`src/include/swmc_pkg.sv`:
```
// constants, types and pin bundle of the sleep and wake-up mode control
package swmc_pkg;

    // timebase
    localparam int unsigned SWMC_CLK_HZ      = 50_000_000;
    localparam int unsigned SWMC_OSC_HZ      = 500_000;
    localparam int unsigned SWMC_OSC_DIV     = SWMC_CLK_HZ / SWMC_OSC_HZ;
    localparam int unsigned SWMC_DIV_W       = 7;

    // regulator hold: least time, rounded up to whole oscillator ticks
    localparam int unsigned SWMC_HOLD_MS     = 300;
    localparam int unsigned SWMC_HOLD_TICKS_DEF =
        (SWMC_HOLD_MS * SWMC_OSC_HZ + 999) / 1000;
    localparam int unsigned SWMC_HOLD_W      = 20;

    // wake-up deglitch: least time, rounded up
    localparam int unsigned SWMC_WAKE_FILT_US    = 10;
    localparam int unsigned SWMC_WAKE_FILT_TICKS =
        (SWMC_WAKE_FILT_US * SWMC_OSC_HZ + 999_999) / 1_000_000;
    localparam int unsigned SWMC_FILT_W      = 8;

    // transmit driver hold after a recessive edge
    localparam int unsigned SWMC_TXD_HOLD_US     = 32;
    localparam int unsigned SWMC_TXD_HOLD_TICKS  =
        (SWMC_TXD_HOLD_US * SWMC_OSC_HZ + 999_999) / 1_000_000;
    localparam int unsigned SWMC_TXH_W       = 8;

    // register port
    localparam int unsigned SWMC_ADDR_W      = 4;
    localparam int unsigned SWMC_DATA_W      = 32;
    localparam logic [SWMC_ADDR_W-1:0] SWMC_REG_STATUS = 4'h0;
    localparam logic [SWMC_ADDR_W-1:0] SWMC_REG_TXHOLD = 4'h4;
    localparam logic [SWMC_TXH_W-1:0]  SWMC_TXHOLD_RST = 8'h10;

    // status field positions
    localparam int unsigned SWMC_ST_REG_EN   = 0;
    localparam int unsigned SWMC_ST_MODE_LO  = 1;
    localparam int unsigned SWMC_ST_MODE_HI  = 2;
    localparam int unsigned SWMC_ST_WAKE     = 3;
    localparam int unsigned SWMC_ST_UV       = 4;
    localparam int unsigned SWMC_ST_GND_LOST = 5;
    localparam int unsigned SWMC_ST_ASLEEP   = 6;
    localparam int unsigned SWMC_ST_DRV_ACT  = 7;

    // mode pins as {mode_select_lo, mode_select_hi}
    typedef enum logic [1:0] {
        SWMC_MODE_SLEEP  = 2'h0,
        SWMC_MODE_HVWAKE = 2'h1,
        SWMC_MODE_HSPEED = 2'h2,
        SWMC_MODE_NORMAL = 2'h3
    } swmc_mode_t;

    typedef enum logic [1:0] {
        SWMC_SLEEP,
        SWMC_HOLD,
        SWMC_ACTIVE
    } swmc_state_t;

    // pins and monitor levels that cross into the clock domain
    typedef struct packed {
        logic mode_select_lo;
        logic mode_select_hi;
        logic txd;
        logic bus_dominant;
        logic high_voltage_wakeup;
        logic under_voltage;
        logic ground_lost;
    } swmc_pins_t;

    localparam swmc_pins_t SWMC_PINS_RST = '{
        mode_select_lo:      1'b0,
        mode_select_hi:      1'b0,
        txd:                 1'b1,
        bus_dominant:        1'b0,
        high_voltage_wakeup: 1'b0,
        under_voltage:       1'b1,
        ground_lost:         1'b0
    };

endpackage

```
`src/rtl/swmc_top.sv`:
```
// sleep, wake-up and mode control of a single-wire bus transceiver
//
// Overview of operation
// regulator enable is low whenever the device sleeps
// a filtered high-voltage wake-up takes the device out of sleep, regulator on
// microcontroller must select a non-sleep mode or the regulator drops again
// regulator stays on for the hold delay after wake-up signalling ends
// with both mode pins low, sleep returns after the hold even under wake-up
// a 500 kHz tick clocks all timers
// driver stays active for a programmable period after a recessive edge
// receiver yields bus data and flags wake-up to mode control and timers
// wake-up flag is deglitched before it is acted on
// high-voltage drive only when mode allows; no waveshaping in high-speed mode
// under-voltage disables receiver and driver
// load switch opens when module ground is lost
// mode pins: 00 sleep, 01 wake-up, 10 high speed, 11 normal
// mode pins have weak pull-downs so undriven pins mean sleep
// bus is the inverse of transmit data: low drives dominant
// asleep, receive output is off unless wake-up level present
// hold delays are tick counters restarted on each new start condition
`timescale 1ns/100ps
module swmc_top
    import swmc_pkg::*;
#(
    parameter logic [SWMC_HOLD_W-1:0] HOLD_TICKS = SWMC_HOLD_W'(SWMC_HOLD_TICKS_DEF),
    parameter logic [SWMC_FILT_W-1:0] FILT_TICKS = SWMC_FILT_W'(SWMC_WAKE_FILT_TICKS)
) (
    // clock and reset
    input  wire logic                    CLK_SYS,
    input  wire logic                    RST_B,
    // microcontroller side pins
    input  wire logic                    MODE_SELECT_LO,
    input  wire logic                    MODE_SELECT_HI,
    input  wire logic                    TXD,
    output logic                         RXD_OUT,
    output logic                         RXD_OE,
    output logic                         REGULATOR_ENABLE_OUT,
    output logic                         MODE_PULLDOWN_ON,
    // bus side: comparator and monitor levels in
    input  wire logic                    BUS_DOMINANT_IN,
    input  wire logic                    HIGH_VOLTAGE_WAKEUP_IN,
    input  wire logic                    UNDER_VOLTAGE_IN,
    input  wire logic                    GROUND_LOST_IN,
    // bus side: driver controls out
    output logic                         BUS_DRIVE_DOMINANT,
    output logic                         BUS_HV_DRIVE_EN,
    output logic                         BUS_WAVESHAPE_EN,
    output logic                         BUS_DRIVER_ACTIVE,
    output logic                         LOAD_SWITCH_ON,
    // register port
    input  wire logic [SWMC_ADDR_W-1:0]  REG_ADDR,
    input  wire logic [SWMC_DATA_W-1:0]  REG_WDATA,
    input  wire logic                    REG_WR,
    input  wire logic                    REG_RD,
    output logic      [SWMC_DATA_W-1:0]  REG_RDATA
);

    localparam logic [SWMC_DIV_W-1:0]  DIV_LAST  = SWMC_DIV_W'(SWMC_OSC_DIV - 1);
    localparam logic [SWMC_HOLD_W-1:0] HOLD_LAST = HOLD_TICKS - 1'b1;

    function automatic logic is_sleep(input swmc_mode_t m);
        return m == SWMC_MODE_SLEEP;
    endfunction

    // ---------------- input synchronisation
    swmc_pins_t pins_raw;
    swmc_pins_t pins_s;

    always_comb begin
        pins_raw                     = SWMC_PINS_RST;
        pins_raw.mode_select_lo      = MODE_SELECT_LO;
        pins_raw.mode_select_hi      = MODE_SELECT_HI;
        pins_raw.txd                 = TXD;
        pins_raw.bus_dominant        = BUS_DOMINANT_IN;
        pins_raw.high_voltage_wakeup = HIGH_VOLTAGE_WAKEUP_IN;
        pins_raw.under_voltage       = UNDER_VOLTAGE_IN;
        pins_raw.ground_lost         = GROUND_LOST_IN;
    end

    swmc_sync #(
        .W       ($bits(swmc_pins_t)),
        .RST_VAL (SWMC_PINS_RST)
    ) u_sync (
        .clk   (CLK_SYS),
        .rst_b (RST_B),
        .d_in  (pins_raw),
        .q_out (pins_s)
    );

    swmc_mode_t mode;
    assign mode = swmc_mode_t'({pins_s.mode_select_lo, pins_s.mode_select_hi});

    // ---------------- internal oscillator tick
    logic [SWMC_DIV_W-1:0] div_r;
    logic [SWMC_DIV_W-1:0] div_nxt;
    logic                  tick;

    always_comb begin
        tick    = (div_r == DIV_LAST);
        div_nxt = tick ? '0 : div_r + 1'b1;
    end

    always_ff @(posedge CLK_SYS or negedge RST_B) begin
        if (!RST_B) begin
            div_r <= '0;
        end else begin
            div_r <= div_nxt;
        end
    end

    // ---------------- wake-up deglitch
    // filtered level only moves after the raw level has held for FILT_TICKS
    logic                   wake_r;
    logic                   wake_nxt;
    logic [SWMC_FILT_W-1:0] filt_r;
    logic [SWMC_FILT_W-1:0] filt_nxt;
    logic                   wake_rise;
    logic                   wake_fall;

    always_comb begin
        wake_nxt = wake_r;
        filt_nxt = filt_r;
        if (pins_s.high_voltage_wakeup == wake_r) begin
            filt_nxt = '0;
        end else if (tick) begin
            if (filt_r >= FILT_TICKS - 1'b1) begin
                wake_nxt = pins_s.high_voltage_wakeup;
                filt_nxt = '0;
            end else begin
                filt_nxt = filt_r + 1'b1;
            end
        end
    end

    always_ff @(posedge CLK_SYS or negedge RST_B) begin
        if (!RST_B) begin
            wake_r <= 1'b0;
            filt_r <= '0;
        end else begin
            wake_r <= wake_nxt;
            filt_r <= filt_nxt;
        end
    end

    assign wake_rise = wake_nxt & ~wake_r;
    assign wake_fall = ~wake_nxt & wake_r;

    // ---------------- mode control and regulator hold
    swmc_state_t            state_r;
    swmc_state_t            state_nxt;
    logic [SWMC_HOLD_W-1:0] hold_r;
    logic [SWMC_HOLD_W-1:0] hold_nxt;
    logic                   hold_done;

    assign hold_done = tick && (hold_r == HOLD_LAST);

    always_comb begin
        state_nxt = state_r;
        hold_nxt  = hold_r;
        case (state_r)
            SWMC_SLEEP: begin
                hold_nxt = '0;
                // only a fresh wake edge leaves sleep, so a lingering level cannot loop
                if (wake_rise) begin
                    state_nxt = SWMC_HOLD;
                end
            end
            SWMC_HOLD: begin
                if (!is_sleep(mode)) begin
                    state_nxt = SWMC_ACTIVE;
                    hold_nxt  = '0;
                end else if (wake_fall) begin
                    hold_nxt = '0;
                end else if (hold_done) begin
                    state_nxt = SWMC_SLEEP;
                    hold_nxt  = '0;
                end else if (tick) begin
                    hold_nxt = hold_r + 1'b1;
                end
            end
            SWMC_ACTIVE: begin
                hold_nxt = '0;
                if (is_sleep(mode)) begin
                    state_nxt = SWMC_HOLD;
                end
            end
            default: begin
                state_nxt = SWMC_SLEEP;
                hold_nxt  = '0;
            end
        endcase
    end

    always_ff @(posedge CLK_SYS or negedge RST_B) begin
        if (!RST_B) begin
            state_r <= SWMC_SLEEP;
            hold_r  <= '0;
        end else begin
            state_r <= state_nxt;
            hold_r  <= hold_nxt;
        end
    end

    // ---------------- transmit driver hold timer
    logic [SWMC_TXH_W-1:0] txhold_cfg_r;
    logic [SWMC_TXH_W-1:0] txhold_cfg_nxt;
    logic [SWMC_TXH_W-1:0] txcnt_r;
    logic [SWMC_TXH_W-1:0] txcnt_nxt;
    logic                  drive_ok;
    logic                  dom_req;

    // under-voltage and sleep both mute the driver
    assign drive_ok = !pins_s.under_voltage && (state_nxt != SWMC_SLEEP);
    assign dom_req  = drive_ok && !pins_s.txd;

    always_comb begin
        txcnt_nxt = txcnt_r;
        if (dom_req || !drive_ok) begin
            txcnt_nxt = '0;
        end else if (BUS_DRIVE_DOMINANT) begin
            txcnt_nxt = txhold_cfg_r;
        end else if (tick && txcnt_r != '0) begin
            txcnt_nxt = txcnt_r - 1'b1;
        end
    end

    always_ff @(posedge CLK_SYS or negedge RST_B) begin
        if (!RST_B) begin
            txcnt_r <= '0;
        end else begin
            txcnt_r <= txcnt_nxt;
        end
    end

    // ---------------- registered pin outputs
    logic reg_en_r;
    logic dom_r;
    logic hv_r;
    logic shape_r;
    logic act_r;
    logic rxd_oe_r;
    logic load_r;

    always_ff @(posedge CLK_SYS or negedge RST_B) begin
        if (!RST_B) begin
            reg_en_r <= 1'b0;
            dom_r    <= 1'b0;
            hv_r     <= 1'b0;
            shape_r  <= 1'b0;
            act_r    <= 1'b0;
            rxd_oe_r <= 1'b0;
            load_r   <= 1'b1;
        end else begin
            reg_en_r <= (state_nxt != SWMC_SLEEP);
            dom_r    <= dom_req;
            hv_r     <= drive_ok && (mode == SWMC_MODE_HVWAKE);
            shape_r  <= drive_ok && (mode != SWMC_MODE_HSPEED);
            act_r    <= dom_req || (txcnt_nxt != '0);
            // open drain: pull low on dominant bus when awake or under wake-up
            rxd_oe_r <= !pins_s.under_voltage && pins_s.bus_dominant
                        && (state_nxt != SWMC_SLEEP || wake_nxt);
            load_r   <= !pins_s.ground_lost;
        end
    end

    assign REGULATOR_ENABLE_OUT = reg_en_r;
    assign BUS_DRIVE_DOMINANT   = dom_r;
    assign BUS_HV_DRIVE_EN      = hv_r;
    assign BUS_WAVESHAPE_EN     = shape_r;
    assign BUS_DRIVER_ACTIVE    = act_r;
    assign RXD_OE               = rxd_oe_r;
    assign RXD_OUT              = 1'b0;
    assign LOAD_SWITCH_ON       = load_r;
    // weak pull-downs are always present on the mode pins
    assign MODE_PULLDOWN_ON     = 1'b1;

    // ---------------- register port
    logic [SWMC_DATA_W-1:0] rdata_r;
    logic [SWMC_DATA_W-1:0] rdata_nxt;
    logic [SWMC_DATA_W-1:0] status;

    always_comb begin
        status                   = '0;
        status[SWMC_ST_REG_EN]   = reg_en_r;
        status[SWMC_ST_MODE_LO]  = pins_s.mode_select_lo;
        status[SWMC_ST_MODE_HI]  = pins_s.mode_select_hi;
        status[SWMC_ST_WAKE]     = wake_r;
        status[SWMC_ST_UV]       = pins_s.under_voltage;
        status[SWMC_ST_GND_LOST] = pins_s.ground_lost;
        status[SWMC_ST_ASLEEP]   = (state_r == SWMC_SLEEP);
        status[SWMC_ST_DRV_ACT]  = act_r;
    end

    always_comb begin
        txhold_cfg_nxt = txhold_cfg_r;
        rdata_nxt      = '0;
        if (REG_WR && REG_ADDR == SWMC_REG_TXHOLD) begin
            txhold_cfg_nxt = REG_WDATA[SWMC_TXH_W-1:0];
        end
        if (REG_RD) begin
            case (REG_ADDR)
                SWMC_REG_STATUS: rdata_nxt = status;
                SWMC_REG_TXHOLD: rdata_nxt = {{(SWMC_DATA_W-SWMC_TXH_W){1'b0}}, txhold_cfg_r};
                default:         rdata_nxt = '0;
            endcase
        end
    end

    always_ff @(posedge CLK_SYS or negedge RST_B) begin
        if (!RST_B) begin
            txhold_cfg_r <= SWMC_TXHOLD_RST;
            rdata_r      <= '0;
        end else begin
            txhold_cfg_r <= txhold_cfg_nxt;
            rdata_r      <= rdata_nxt;
        end
    end

    assign REG_RDATA = rdata_r;
endmodule // swmc_top

```
`src/rtl/swmc_sync.sv`:
```
// three-stage input synchroniser with agreement check
`timescale 1ns/100ps
module swmc_sync #(
    parameter int unsigned W                = 1,
    parameter logic [W-1:0] RST_VAL         = '0
) (
    // clock and reset
    input  wire logic           clk,
    input  wire logic           rst_b,
    // asynchronous levels in, settled levels out
    input  wire logic [W-1:0]   d_in,
    output logic      [W-1:0]   q_out
);

    genvar i;
    generate
        for (i = 0; i < W; i++) begin : g_bit
            logic meta_r;
            logic s2_r;
            logic s3_r;
            logic q_r;
            logic q_nxt;

            // stage one feeds stage two only
            always_comb begin
                q_nxt = (s2_r == s3_r) ? s3_r : q_r;
            end

            always_ff @(posedge clk or negedge rst_b) begin
                if (!rst_b) begin
                    meta_r <= RST_VAL[i];
                    s2_r   <= RST_VAL[i];
                    s3_r   <= RST_VAL[i];
                    q_r    <= RST_VAL[i];
                end else begin
                    meta_r <= d_in[i];
                    s2_r   <= meta_r;
                    s3_r   <= s2_r;
                    q_r    <= q_nxt;
                end
            end

            assign q_out[i] = q_r;
        end
    endgenerate

endmodule // swmc_sync

```
`config.mk`:
```
export PLATFORM = sky130hd
export DESIGN_NAME = swmc_top
export DESIGN_NICKNAME = d
export VERILOG_FILES = /design/src/include/swmc_pkg.sv /design/src/rtl/swmc_top.sv /design/src/rtl/swmc_sync.sv
export SDC_FILE = /design/constraint.sdc
export NUM_CORES = 1
export LEC_CHECK = 0
export ABC_CLOCK_PERIOD_IN_PS = 7050
export BUFFER_PORTS_ARGS = -buffer_cell sky130_fd_sc_hd__buf_2
export CORE_UTILIZATION = 45
export DETAILED_ROUTE_END_ITERATION = 6
export GPL_TIMING_DRIVEN = 0
export PLACE_DENSITY = 0.76
export SYNTH_ARGS = -nofsm -noshare
export SYNTH_HDL_FRONTEND = slang
export SYNTH_SLANG_ARGS = --single-unit
```
`constraint.sdc`:
```
create_clock -name CLK_SYS -period 7.05 [get_ports CLK_SYS]
set_input_delay 0.705 -clock CLK_SYS [delete_from_list [all_inputs] [get_ports CLK_SYS]]
set_output_delay 0.705 -clock CLK_SYS [all_outputs]
set_load 0.02 [all_outputs]
```
Word level (Yosys, flattened, before mapping)
Index checks and enable logic that the tools add are counted.
- reductions and logical operators: 23
- mux-type cells: 23
- $add $sub $neg: 4
- $lt $le $gt $ge: 1
- equal/unequal tests: 16
- bitwise gates (word level): 4
- operators by type and width (operator ; count):
    $mux W20 ; 5
    $mux W8 ; 7
    $add A20 B1 Y20 const B ; 1
    $eq A20 B18 Y1 const B ; 1
    $pmux W8 S2 ; 1
    $reduce_bool A8 Y1 ; 2
    $mux W2 ; 5
    $logic_and A1 B1 Y1 ; 9
    $add A8 B1 Y8 const B ; 1
    $eq A1 B1 Y1 ; 8
    $ge A8 B3 Y1 const B ; 1
    $sub A8 B1 Y8 const B ; 1
    $add A7 B1 Y7 const B ; 1
    $eq A7 B7 Y1 const B ; 1
    $mux W7 ; 1
    $pmux W2 S3 ; 1
    $ne A5 B5 Y1 const B ; 1
    $eq A2 B1 Y1 const B ; 2
    $eq A4 B3 Y1 const B ; 1
    $logic_not A1 Y1 ; 4
    $logic_not A2 Y1 ; 2
    $logic_not A4 Y1 ; 1
    $reduce_bool A2 Y1 ; 2
    $logic_or A1 B1 Y1 ; 3
    other kinds (5) ; 9
- output and inout bits: 41
- bits of input ports: 47
- word-level logic and storage cells: 114
- bits in registers: 121

Logic depth before layout (Yosys ltp)
Gate-level depths: netlist of run 1.
- depth after elaboration: 16
- mapped depth: 8

Modules after synthesis
A second synthesis of run 1 with hierarchy kept.
- cell total of the unflattened synthesis: 408
- area, all modules: 4546.9 µm²
- by module, submodules not included (module ; times used ; area an instance (µm²) ; cells each):
    swmc_top ; 1 ; 3704.8 ; 366
    swmc_sync ; 1 ; 842.1 ; 42

Least setup slack after synthesis of run 1
Ideal clock, no wire load.
- path type: flip-flop to flip-flop
- from: register txcnt_r[0]
- to: register act_r, in the netlist BUS_DRIVER_ACTIVE
- slack: 4.773 ns
- stages on the path, launching flop included: 8
- buffers on the path: 0
- clock period less this slack: 2.277 ns
- data arrival time: 2.129 ns
- setup time: 0.148 ns
- data required time: 6.902 ns
- cell sequence: dfrtp_1 inv_1 ha_1 or3b_2 o211ai_1 mux2_2 a2111oi_0 a41oi_1
- word-level cells in the longest chain between the ends: 7
- elaborated cells on any way between the ends: 8
- those cells by class: add/sub (1); mux (3); reduce/logical (4)
- ends and longest elaborated chain (what ; RTL line ; source):
    from (decl) ; swmc_top.sv:207 ; logic [SWMC_TXH_W-1:0] txcnt_r;
    from (signal assigned) ; swmc_top.sv:231 ; txcnt_r <= txcnt_nxt;
    parallel branches: the longest is 2 deep, another holds $sub A8 B1 Y8 ; n/a ;
    $mux W8 (*) ; swmc_top.sv:222 ; end else if (tick && txcnt_r != '0) begin
    $mux W8 (*) ; swmc_top.sv:220 ; end else if (BUS_DRIVE_DOMINANT) begin
    $mux W8 (*) ; swmc_top.sv:218 ; if (dom_req || !drive_ok) begin
    $reduce_bool A8 Y1 (*) ; swmc_top.sv:258 ; act_r <= dom_req || (txcnt_nxt != '0);
    $logic_or A1 B1 Y1 (*) ; swmc_top.sv:258 ;
    to (signal assigned) ; swmc_top.sv:258 ;
    to (decl) ; swmc_top.sv:240 ; logic act_r;
Every way passes the cells marked *.
A chain may end at the register's enable or synchronous reset.

Final worst setup path of run 1
Same ends and word-level chain as after synthesis.

==> results of run 1 <==
## metrics by stage
stage	hold WS (ns)	area, µm²	util
finish	0.217	5130	0.528
global route	0.220	5130	0.528
CTS	0.216	5130	0.528
detailed placement	0.336	4950	0.509
global placement	0.334	4920	0.506
floorplan	0.331	4570	-
## final cells by class
cell class | instances | area [µm²]
Fill cell | 887 | 4590
Sequential cell | 97 | 2440
Multi-Input combinational cell | 284 | 1860
Buffer | 35 | 233
Timing Repair Buffer | 38 | 215
Tap cell | 133 | 166
Clock buffer | 9 | 124
Clock inverter | 7 | 60.1
Inverter | 11 | 41.3
## flip-flops by register name (all words and copies together) (netlist names)
name	flops
u_sync.g_bit.q_r	7
hold_r	20
txcnt_r	8
txhold_cfg_r	8
BUS_HV_DRIVE_EN	1
REGULATOR_ENABLE_OUT	1
u_sync.g_bit.meta_r	7
BUS_DRIVER_ACTIVE	1
BUS_DRIVE_DOMINANT	1
filt_r	8
REG_RDATA	8
wake_r	1
RXD_OE	1
u_sync.g_bit.s3_r	7
LOAD_SWITCH_ON	1
state_r	2
BUS_WAVESHAPE_EN	1
div_r	7
u_sync.g_bit.s2_r	7
## per-layer routing
metal	vias to the layer above	global-route usage	routed length [µm]
met5	-	0	0
met4	0	0.0580	122
met3	15	0.0400	301
met2	65	0.282	4210
met1	1571	0.232	3870
li1	1542	-	-
## worst max-delay path, delay by kind of cell (launching register included)
family | cells | cell delay, ns
AO/OA/AOI/OAI | 3 | 0.91
adder cells (fa/ha/maj) | 1 | 0.16
buffers and inverters | 1 | 0.10
flip-flops | 1 | 0.40
multiplexers | 1 | 0.40
AND/OR/NAND/NOR | 1 | 0.48
## power breakdown
part / total, µW / internal [µW] / switching, µW
Sequential: 602 / 582 / 20.0
Combinational: 69.8 / 31.3 / 38.5
Clock: 341 / 135 / 206
Total: 1010 / 748 / 264
## logic make-up (layout without fill, tap and decap cells)
kind of cell | count (synthesis) | after routing | share of synthesized area
AND/OR/NAND/NOR | 151 | 151 | 0.186
flip-flops | 97 | 97 | 0.545
AO/OA/AOI/OAI | 65 | 65 | 0.109
buffers and inverters | 46 | 100 | 0.0612
multiplexers | 16 | 16 | 0.0391
adder cells (fa/ha/maj) | 13 | 13 | 0.0324
XOR/XNOR | 13 | 13 | 0.0254
other | 2 | 26 | 0.00168
## layout by cell type (no fill, tap or decap), types with 3 or more instances in the layout
cell,instances
dfrtp_1,87
buf_2,39
nor2_1,36
buf_4,27
conb_1,26
nand2_1,21
nand3_1,15
a21oi_1,14
nor4_1,13
nor2b_1,13
xnor2_1,13
mux2_2,12
inv_1,11
dfstp_2,10
o21ai_0,10
a22oi_1,9
clkbuf_8,9
or3_1,8
nor3_1,8
and2_1,7
maj3_1,7
nand2b_1,6
ha_1,6
or4_1,4
clkbuf_1,4
nor4b_1,4
mux2i_1,4
or2_2,3
and4_1,3
a41oi_1,3
o31a_1,3
a22o_1,3
## path summary, 6_finish.rpt
check / start / to / depth (start not counted)
worst max-delay path: txcnt_r[0] / BUS_DRIVER_ACTIVE / 7
worst min-delay path: RST_B / REG_RDATA[5] / 1
worst max register to register: txcnt_r[0] / BUS_DRIVER_ACTIVE / 7
worst min register to register: u_sync.g_bit[2].meta_r / u_sync.g_bit[2].s2_r / 0
max in group asynchronous: RST_B / u_sync.g_bit[4].s2_r / 2
min in group CLK_SYS: u_sync.g_bit[2].meta_r / u_sync.g_bit[2].s2_r / 0
==> run metrics, run 1 <==
outcome=finished clean; total chip power=a little over 1000 µW; TNS Setup=0 ns; clk buf depth=2; Post-synth top cells=dfrtp_1, nor2_1, buf_4, nand2_1, nand3_1; H-Tree Depth=3; final worst path period need=approximately 2.6 ns; largest net degree at the start of global routing=between 70 and 80; DRT antenna net count=0; I/O Pins=between 80 and 90; first-pass GRT wire length=~14000 µm; Post-synth ARST share=1.00; gr usage total=0.174; Initial Utilization=0.460; vias in the first global route=between 3k and 4k; antenna cells=0; Clock transition at path regs=roughly 0.10 ns; Post-Synthesis Cells=403; Critical-path top delay cell=or3b_2; Post-synth EDFFs=0; Synth area leader=dfrtp_1; power density over cell area=approximately 200 nW/µm²; clock sinks=97; Slew Viols, Final=0; Crit path largest cell delay=between 0.4 and 0.5 ns; unrepaired setup endpoints after global routing=false; dpl hpwl=roughly 6200 µm; R2R Setup Slk=between 4 and 5 ns; share of cells above drive strength 1=0.241; Initial DRC Count=roughly 160; Worst VDD drop=~0.00016 V; worst-path cell chain=inv_1 > ha_1 > or3b_2 > o211ai_1 > mux2_2 > a2111oi_0 > a41oi_1; Hold Violations, Final=0; CTS buffer count=9; Avg Cell Area, Syn=roughly 11 µm²; Placeable Area=between 9000 and 10000 µm²; Hold Crit Class=input pin to asynchronous set/reset pin; clock root cell=clkbuf_8; crit path DAT=between 2 and 3 ns; Seq/Total Area, Yosys=0.545; Yosys cell types=57; Hold Buf Count CTS=0; final setup vio count=0; Tcrit/Tclk final=0.366; largest cells by area after synthesis=dfrtp_1, dfstp_2, buf_4; fmax=388 MHz; grt ovf=0; clk_skew=between 0.01 and 0.015 ns; startpoint types=register; vias=approximately 3.2k; Worst EP required=~7.3 ns; Syn-to-layout area delta=14.6%; max_cap viols=0; final wirelength=8500 µm; initial antenna violation count=0; Final GP Congestion=0.824; worst slew margin relative to its limit=0.109; top_reg_cell synth=dfrtp_1; final worst slack=about 4.5 ns; mapped cell area=4480 µm²; final std cells w/o fill=~600; drt first pass iters=5; clk_lat worst skew=about 0.36 ns; port buffer count=37; Synth Register Bits=97; post_cts resized=0; actual slew at the worst max-slew pin=1.32 ns; CTS tree=built; top cell type's share of synthesized area=0.486; DR DRC count=0; Nets=529; number of core rows=36; Synth Warn #=0; Worst Setup Path Type=register to register; Pleak=about 0.0023 µW; Wirelength per Cell=13.8 µm; Post-CTS Setup Repair Bufs=0; most numerous cell in the Yosys netlist=dfrtp_1; Setup WS pre-CTS=~4.5 ns; Die Y=roughly 100 µm; via/cell ratio=about 5.2; CP endpoint kind=register; CP max FO=4; Placed Cells=598; die area=between 10000 and 15000 µm²; width of the die=102 µm
Power figures use the tool's default switching activity.
==> run 2: changes to the inputs <==
ABC_AREA = 1   (was default)
ABC_CLOCK_PERIOD_IN_PS = 2130   (was 7050)
PLACE_DENSITY = 0.79   (was 0.76)
clock period = 2.13 ns   (was 7.05 ns; I/O delays follow)
==> run 2 against run 1 <==
  * Combinational power grew to 3.5 times the previous value
  * Non-clock buffer count is 6 higher
  * Die area is 1.0% higher
  * Fmax is 30% higher
==> run metrics, run 2 <==
Synth Area in XOR/XNOR=0.0329; vias=roughly 3.3k; Filler Cells Inserted=approximately 870; Initial Utilization=0.463; clk_lat worst skew=about 0.36 ns; P_int=roughly 2600 µW; Most flops, register=hold_r; most numerous cell in the Yosys netlist=nand2_1; I/O Pins=88; Logic pwr share=0.070; Wirelength per Cell=between 10 and 15 µm; Placeable Area=9770 µm²; Hold Crit Class=input pin to register; CTS tree=built; most common cell after layout, fill and taps aside=nand2_1; clock root cell=clkbuf_8; via/cell ratio=roughly 4.7; Slew Viols, Final=0; grt ovf=0; largest net degree at the start of global routing=67; compound-cell area share of the yosys netlist=0.0581; Post-synth EDFFs=0; final wirelength=approximately 8400 µm; Tcrit/Tclk final=0.930; power density over cell area=between 600 and 700 nW/µm²; number of core rows=36; clock sinks=97; initial antenna violation count=0; Nets=between 600 and 700; Finished Core Util=0.544; Synth Warn #=0; Final Hold Slack=~0.081 ns; share of cells above drive strength 1=0.237; vias in the first global route=roughly 3.2k; Placed Cells=around 680; antenna cells=0; Syn-to-layout area delta=17.5%; clk buf depth=2; Synth area leader=dfrtp_1; CP max FO=10; CP endpoint kind=register; crit path DAT=about 2.2 ns; Clock transition at path regs=roughly 0.10 ns; H-Tree Depth=3; Post-synth top cells=nand2_1, dfrtp_1, nor2_1, inv_1, buf_4; Synth Area in Adders=0.0321; Post-synth ARST share=1.00; Initial DRC Count=around 110; final worst path period need=~2.0 ns; port buffer count=37; drt first pass iters=4; highest-count cells in the layout ignoring fill and taps=nand2_1, dfrtp_1, inv_1; clock power share=0.358; simple-gate portion of the synthesized area=0.219; multiplexer share of the synthesized area=0.0199; Final GP Congestion=around 0.90; Seq pwr share=0.573; Seq/Total Area, Yosys=0.539; startpoint types=register; largest family of logic cells by synthesized area=simple AND/OR/NAND/NOR gates; TNS Setup=0 ns; width of the die=around 100 µm; switching share of power=0.249; Synth Register Bits=a little under 100; Avg Cell Area, Syn=roughly 9.4 µm²; Die Y=roughly 100 µm; outcome=finished clean; Pleak=between 0.002 and 0.003 µW; Hold Violations, Final=0; top_reg_cell synth=dfrtp_1; clk_skew=about 0.016 ns; CTS buffer count=9; fmax=between 500 and 600 MHz; DR DRC count=0; gr usage total=0.171; Worst Setup Path Type=register to register; Post-Synthesis Cells=~480; DRT antenna net count=0; final setup vio count=0; dpl hpwl=6210 µm; final std cells w/o fill=roughly 700; first-pass GRT wire length=around 14000 µm; actual slew at the worst max-slew pin=between 0.8 and 0.9 ns; die area=10500 µm²; largest cells by area after synthesis=dfrtp_1, nand2_1, dfstp_2; mapped cell area=4530 µm²; max_cap viols=0; Worst VDD drop=between 0.0003 and 0.0004 V; max reg flops=20; Worst EP required=between 2 and 2.5 ns; Yosys cell types=between 40 and 50; worst slew margin relative to its limit=0.398; NetSw=~860 µW; top cell type's share of synthesized area=0.481
run 2: cell count changes after synthesis, moves of 9 or more:
| cell | delta |
|---|---|
| inv_1 | +41 |
| nor4_1 | -12 |
| nor2_1 | +17 |
| a22oi_1 | -9 |
| nor2b_1 | -13 |
| nand2_1 | +68 |
| xor2_1 | +12 |
run 2: worst paths after layout:
kind	start	to	slack (ns)	cells past startpoint
max	txcnt_r[0]	BUS_DRIVER_ACTIVE	0.15	11
min	REG_WDATA[0]	txhold_cfg_r[0]	0.08	2
min reg2reg	u_sync.g_bit[3].meta_r	u_sync.g_bit[3].s2_r	0.36	0
min in group asynchronous	RST_B	div_r[4]	0.33	2
max reg2reg	txcnt_r[0]	BUS_DRIVER_ACTIVE	0.15	11
max in group asynchronous	RST_B	u_sync.g_bit[1].q_r	1.10	3
run 2: routing by layer:
| layer | vias to the layer above | global-route usage | wire, µm | share of wire |
|---|---|---|---|---|
| li1 | 1654 | - | - | - |
| met1 | 1550 | 0.216 | 3820 | 0.46 |
| met2 | 78 | 0.299 | 4170 | 0.50 |
| met3 | 8 | 0.0233 | 279 | 0.033 |
| met4 | 0 | 0.0648 | 108 | 0.013 |
| met5 | - | 0 | 0 | 0 |
run 2: timing repair:
action	CTS	global route
endpoints found under the setup margin	0	2
resized for setup	0	4
hold buffers	8	0
hold endpoints to repair	31	0
buffers inserted	0	2
run 2: critical path, cell delays in order, from the launching register on:
cell,delay [ns]
dfrtp_1,0.40
inv_1,0.17
ha_1,0.19
nand2_1,0.09
o21ai_4,0.28
inv_4,0.10
nand2_1,0.08
nand3_1,0.05
o21ai_0,0.14
a21oi_1,0.14
nor2_2,0.17
nand3_2,0.07
run 2: cell type report:
cell class                      instances  area (µm²)  area share
Sequential cell                        97        2440       0.459
Multi-Input combinational cell        319        1750       0.330
Timing Repair Buffer                   48         310      0.0583
Inverter                               59         224      0.0421
Buffer                                 31         218      0.0409
Tap cell                              133         166      0.0313
Clock buffer                            9         124      0.0233
Clock inverter                          7        83.8      0.0158
run 2: logic make-up (layout without fill, tap and decap cells):
family                     count (synthesis)  count (layout)
and+or+nand+nor                          211             211
DFF                                       97              97
buffers and inverters                     90             154
AOI/OAI and AO/OA                         44              44
xor gates and xnor gates                  17              17
adders and majority gates                 13              13
muxes                                      8               8
other                                      2              26
run 2: power by group through the flow:
stage	combinational, µW	clock (µW)	sequential (µW)
after floorplan	142	0	2010
after global placement	216	0	2020
after detailed placement	232	0	2020
after CTS	243	1280	1990
after global routing	273	1340	1990
final	241	1240	1980
run 2: through the flow:
step | area (µm²) | setup slack, ns | power [µW]
finish | 5320 | 0.149 | 3470
global route | 5320 | -0.0116 | 3610
CTS | 5290 | 0.0958 | 3510
detailed placement | 5000 | 0.0823 | 2250
global placement | 4970 | -0.0479 | 2230
floorplan | 4620 | 0.488 | 2150
==> run 3: changes to the inputs <==
--- a/config.mk
+++ b/config.mk
@@ -8,3 +8,3 @@
 export ABC_AREA = 1
-export ABC_CLOCK_PERIOD_IN_PS = 2130
+export ABC_CLOCK_PERIOD_IN_PS = 2500
 export BUFFER_PORTS_ARGS = -buffer_cell sky130_fd_sc_hd__buf_2
@@ -13,3 +13,3 @@
 export GPL_TIMING_DRIVEN = 0
-export PLACE_DENSITY = 0.79
+export PLACE_DENSITY = 0.76
 export SYNTH_ARGS = -nofsm -noshare
==> constraint.sdc (replaced) <==
create_clock -name CLK_SYS -period 2.5 [get_ports CLK_SYS]
set_input_delay 0.375 -clock CLK_SYS [delete_from_list [all_inputs] [get_ports CLK_SYS]]
set_output_delay 0.375 -clock CLK_SYS [all_outputs]
set_load 0.02 [all_outputs]
==> run 3 against run 2 <==
  * Flip-flop and latch count stayed put
  * Global-route usage rose by 0.41 points
  * Power shrank 12%
  * Sequential share of layout area is 0.66 points higher
  * Cell count fell by 1.1%
==> run metrics, run 3 (synthesis results as in run 2) <==
outcome=finished clean; Syn-to-layout area delta=15.9%; CP endpoint kind=register; Hold Crit Class=input pin to register; final wirelength=roughly 8200 µm; cell family with most CP delay=simple AND/OR/NAND/NOR gates; Clock transition at path regs=~0.10 ns; max_cap viols=0; Initial DRC Count=roughly 150; DR DRC count=0; Wirelength per Cell=11.8 µm; startpoint types=register; final worst path period need=between 1.5 and 2 ns; Buf/Inv on CP=1; max reg flops=20; die area=roughly 10000 µm²; Worst Setup Path Type=register to register; initial antenna violation count=0; crit-path most repeated cell=nor2_1; Placeable Area=9770 µm²; vias=about 3.3k; CP max FO=10; Critical-path top delay cell=clkbuf_1; clock sinks=97; I/O Pins=just under 90; number of core rows=36; crit path DAT=approximately 2.2 ns; Nets=610; actual slew at the worst max-slew pin=0.787 ns; Hold Violations, Final=0; Pleak=between 0.002 and 0.003 µW; Slew Viols, Final=0; width of the die=~100 µm; H-Tree Depth=3; final setup vio count=0; Tcrit/Tclk final=0.783; first-pass GRT wire length=14000 µm; Final Hold Slack=0.102 ns; Final GP Congestion=about 0.87; footprint of the multi-input gates=1730 µm²; most common cell after layout, fill and taps aside=nand2_1; R2R Setup Slk=around 0.54 ns; Crit path largest cell delay=roughly 0.43 ns; Critical R2R Launch=div_r[0]; drt first pass iters=4; worst slew margin relative to its limit=0.471; final worst slack=0.544 ns; dpl hpwl=around 6000 µm; total chip power=3060 µW; fmax=about 510 MHz; Worst VDD drop=roughly 0.00047 V; Die Y=about 100 µm; highest-count cells in the layout ignoring fill and taps=nand2_1, dfrtp_1, nor2_1; clk_skew=approximately 0.016 ns; placed inst area=roughly 5000 µm²; design area=roughly 5200 µm²; CTS buffer count=9; TNS Setup=0 ns; Register Area=2440 µm²; Post-CTS Setup Repair Bufs=0; HP Start=HIGH_VOLTAGE_WAKEUP_IN; vias in the first global route=between 3k and 4k; clk_lat worst skew=0.37 ns; start point of the critical path=div_r[0]; CTS tree=built; gr usage total=0.175; grt ovf=0; worst-path cell chain=ha_1 > nand2_1 > nor2_4 > nor2_1 > clkbuf_1 > nor2_1 > o221a_2; Initial Utilization=0.463; Setup WS pre-CTS=around 0.47 ns; clock root cell=clkbuf_8; antenna cells=0; clk buf depth=2; DRT antenna net count=0; power density over cell area=583 nW/µm²; share of cells above drive strength 1=0.230; Filler Cells Inserted=roughly 860; via/cell ratio=4.73; Worst EP required=approximately 2.8 ns; unrepaired setup endpoints after global routing=false; port buffer count=37; Most flops, register=hold_r; largest net degree at the start of global routing=~70
==> run 3: cell count changes in the layout (fill, tap and decap cells not counted), moves of 2 or more <==
cell           previous run  this run
dlygate4sd3_1             8         1
buf_4                    29        27
nor2_1                   51        53
nor2_2                    6         4
==> run 3: area by class of cell <==
cell class,instances,area share
multi-input combinational,319,0.331
inverter,59,0.0427
sequential,97,0.465
clock buffer,9,0.0236
timing repair buffer,40,0.0439
buffer,31,0.0415
clock inverter,7,0.0205
tap,133,0.0317
==> run 3: path summary, 6_finish.rpt <==
| kind | end | cells past startpoint |
|---|---|---|
| max in group asynchronous | u_sync.g_bit[4].meta_r | 3 |
| hold reg to reg | u_sync.g_bit[5].s2_r | 0 |
| setup / recovery | hold_r[9] | 7 |
| min in group asynchronous | div_r[4] | 2 |
| hold / removal | u_sync.g_bit[2].meta_r | 1 |
| setup reg to reg | hold_r[9] | 7 |
==> run 3: per-layer routing <==
metal  share of wire  GRT usage  up-vias
li1                -          -     1640
met1            0.45      0.218     1554
met2            0.50      0.291       85
met3           0.045     0.0397        8
met4           0.012     0.0813        0
met5               0          0        -
==> run 3: what timing repair did <==
item	in CTS	in global routing
hold buffers	1	0
hold endpoints to repair	26	0
gates resized for setup	0	0
==> run 3: per-stage QoR <==
stage / util / cells
3_3_place_gp: 0.508 / 676
5_1_grt: 0.536 / 695
6_report: 0.536 / 695
3_5_place_dp: 0.511 / 677
2_1_floorplan: - / 506
4_1_cts: 0.536 / 694
==> run 3: power breakdown <==
part / switching (µW) / total [µW] / internal [µW] / leakage [µW]
Sequential: 47.1 / 1690 / 1640 / 0.00125
Combinational: 111 / 194 / 83.6 / 0.00122
Clock: 592 / 1180 / 585 / 0.000114
Total: 749 / 3060 / 2310 / 0.00258
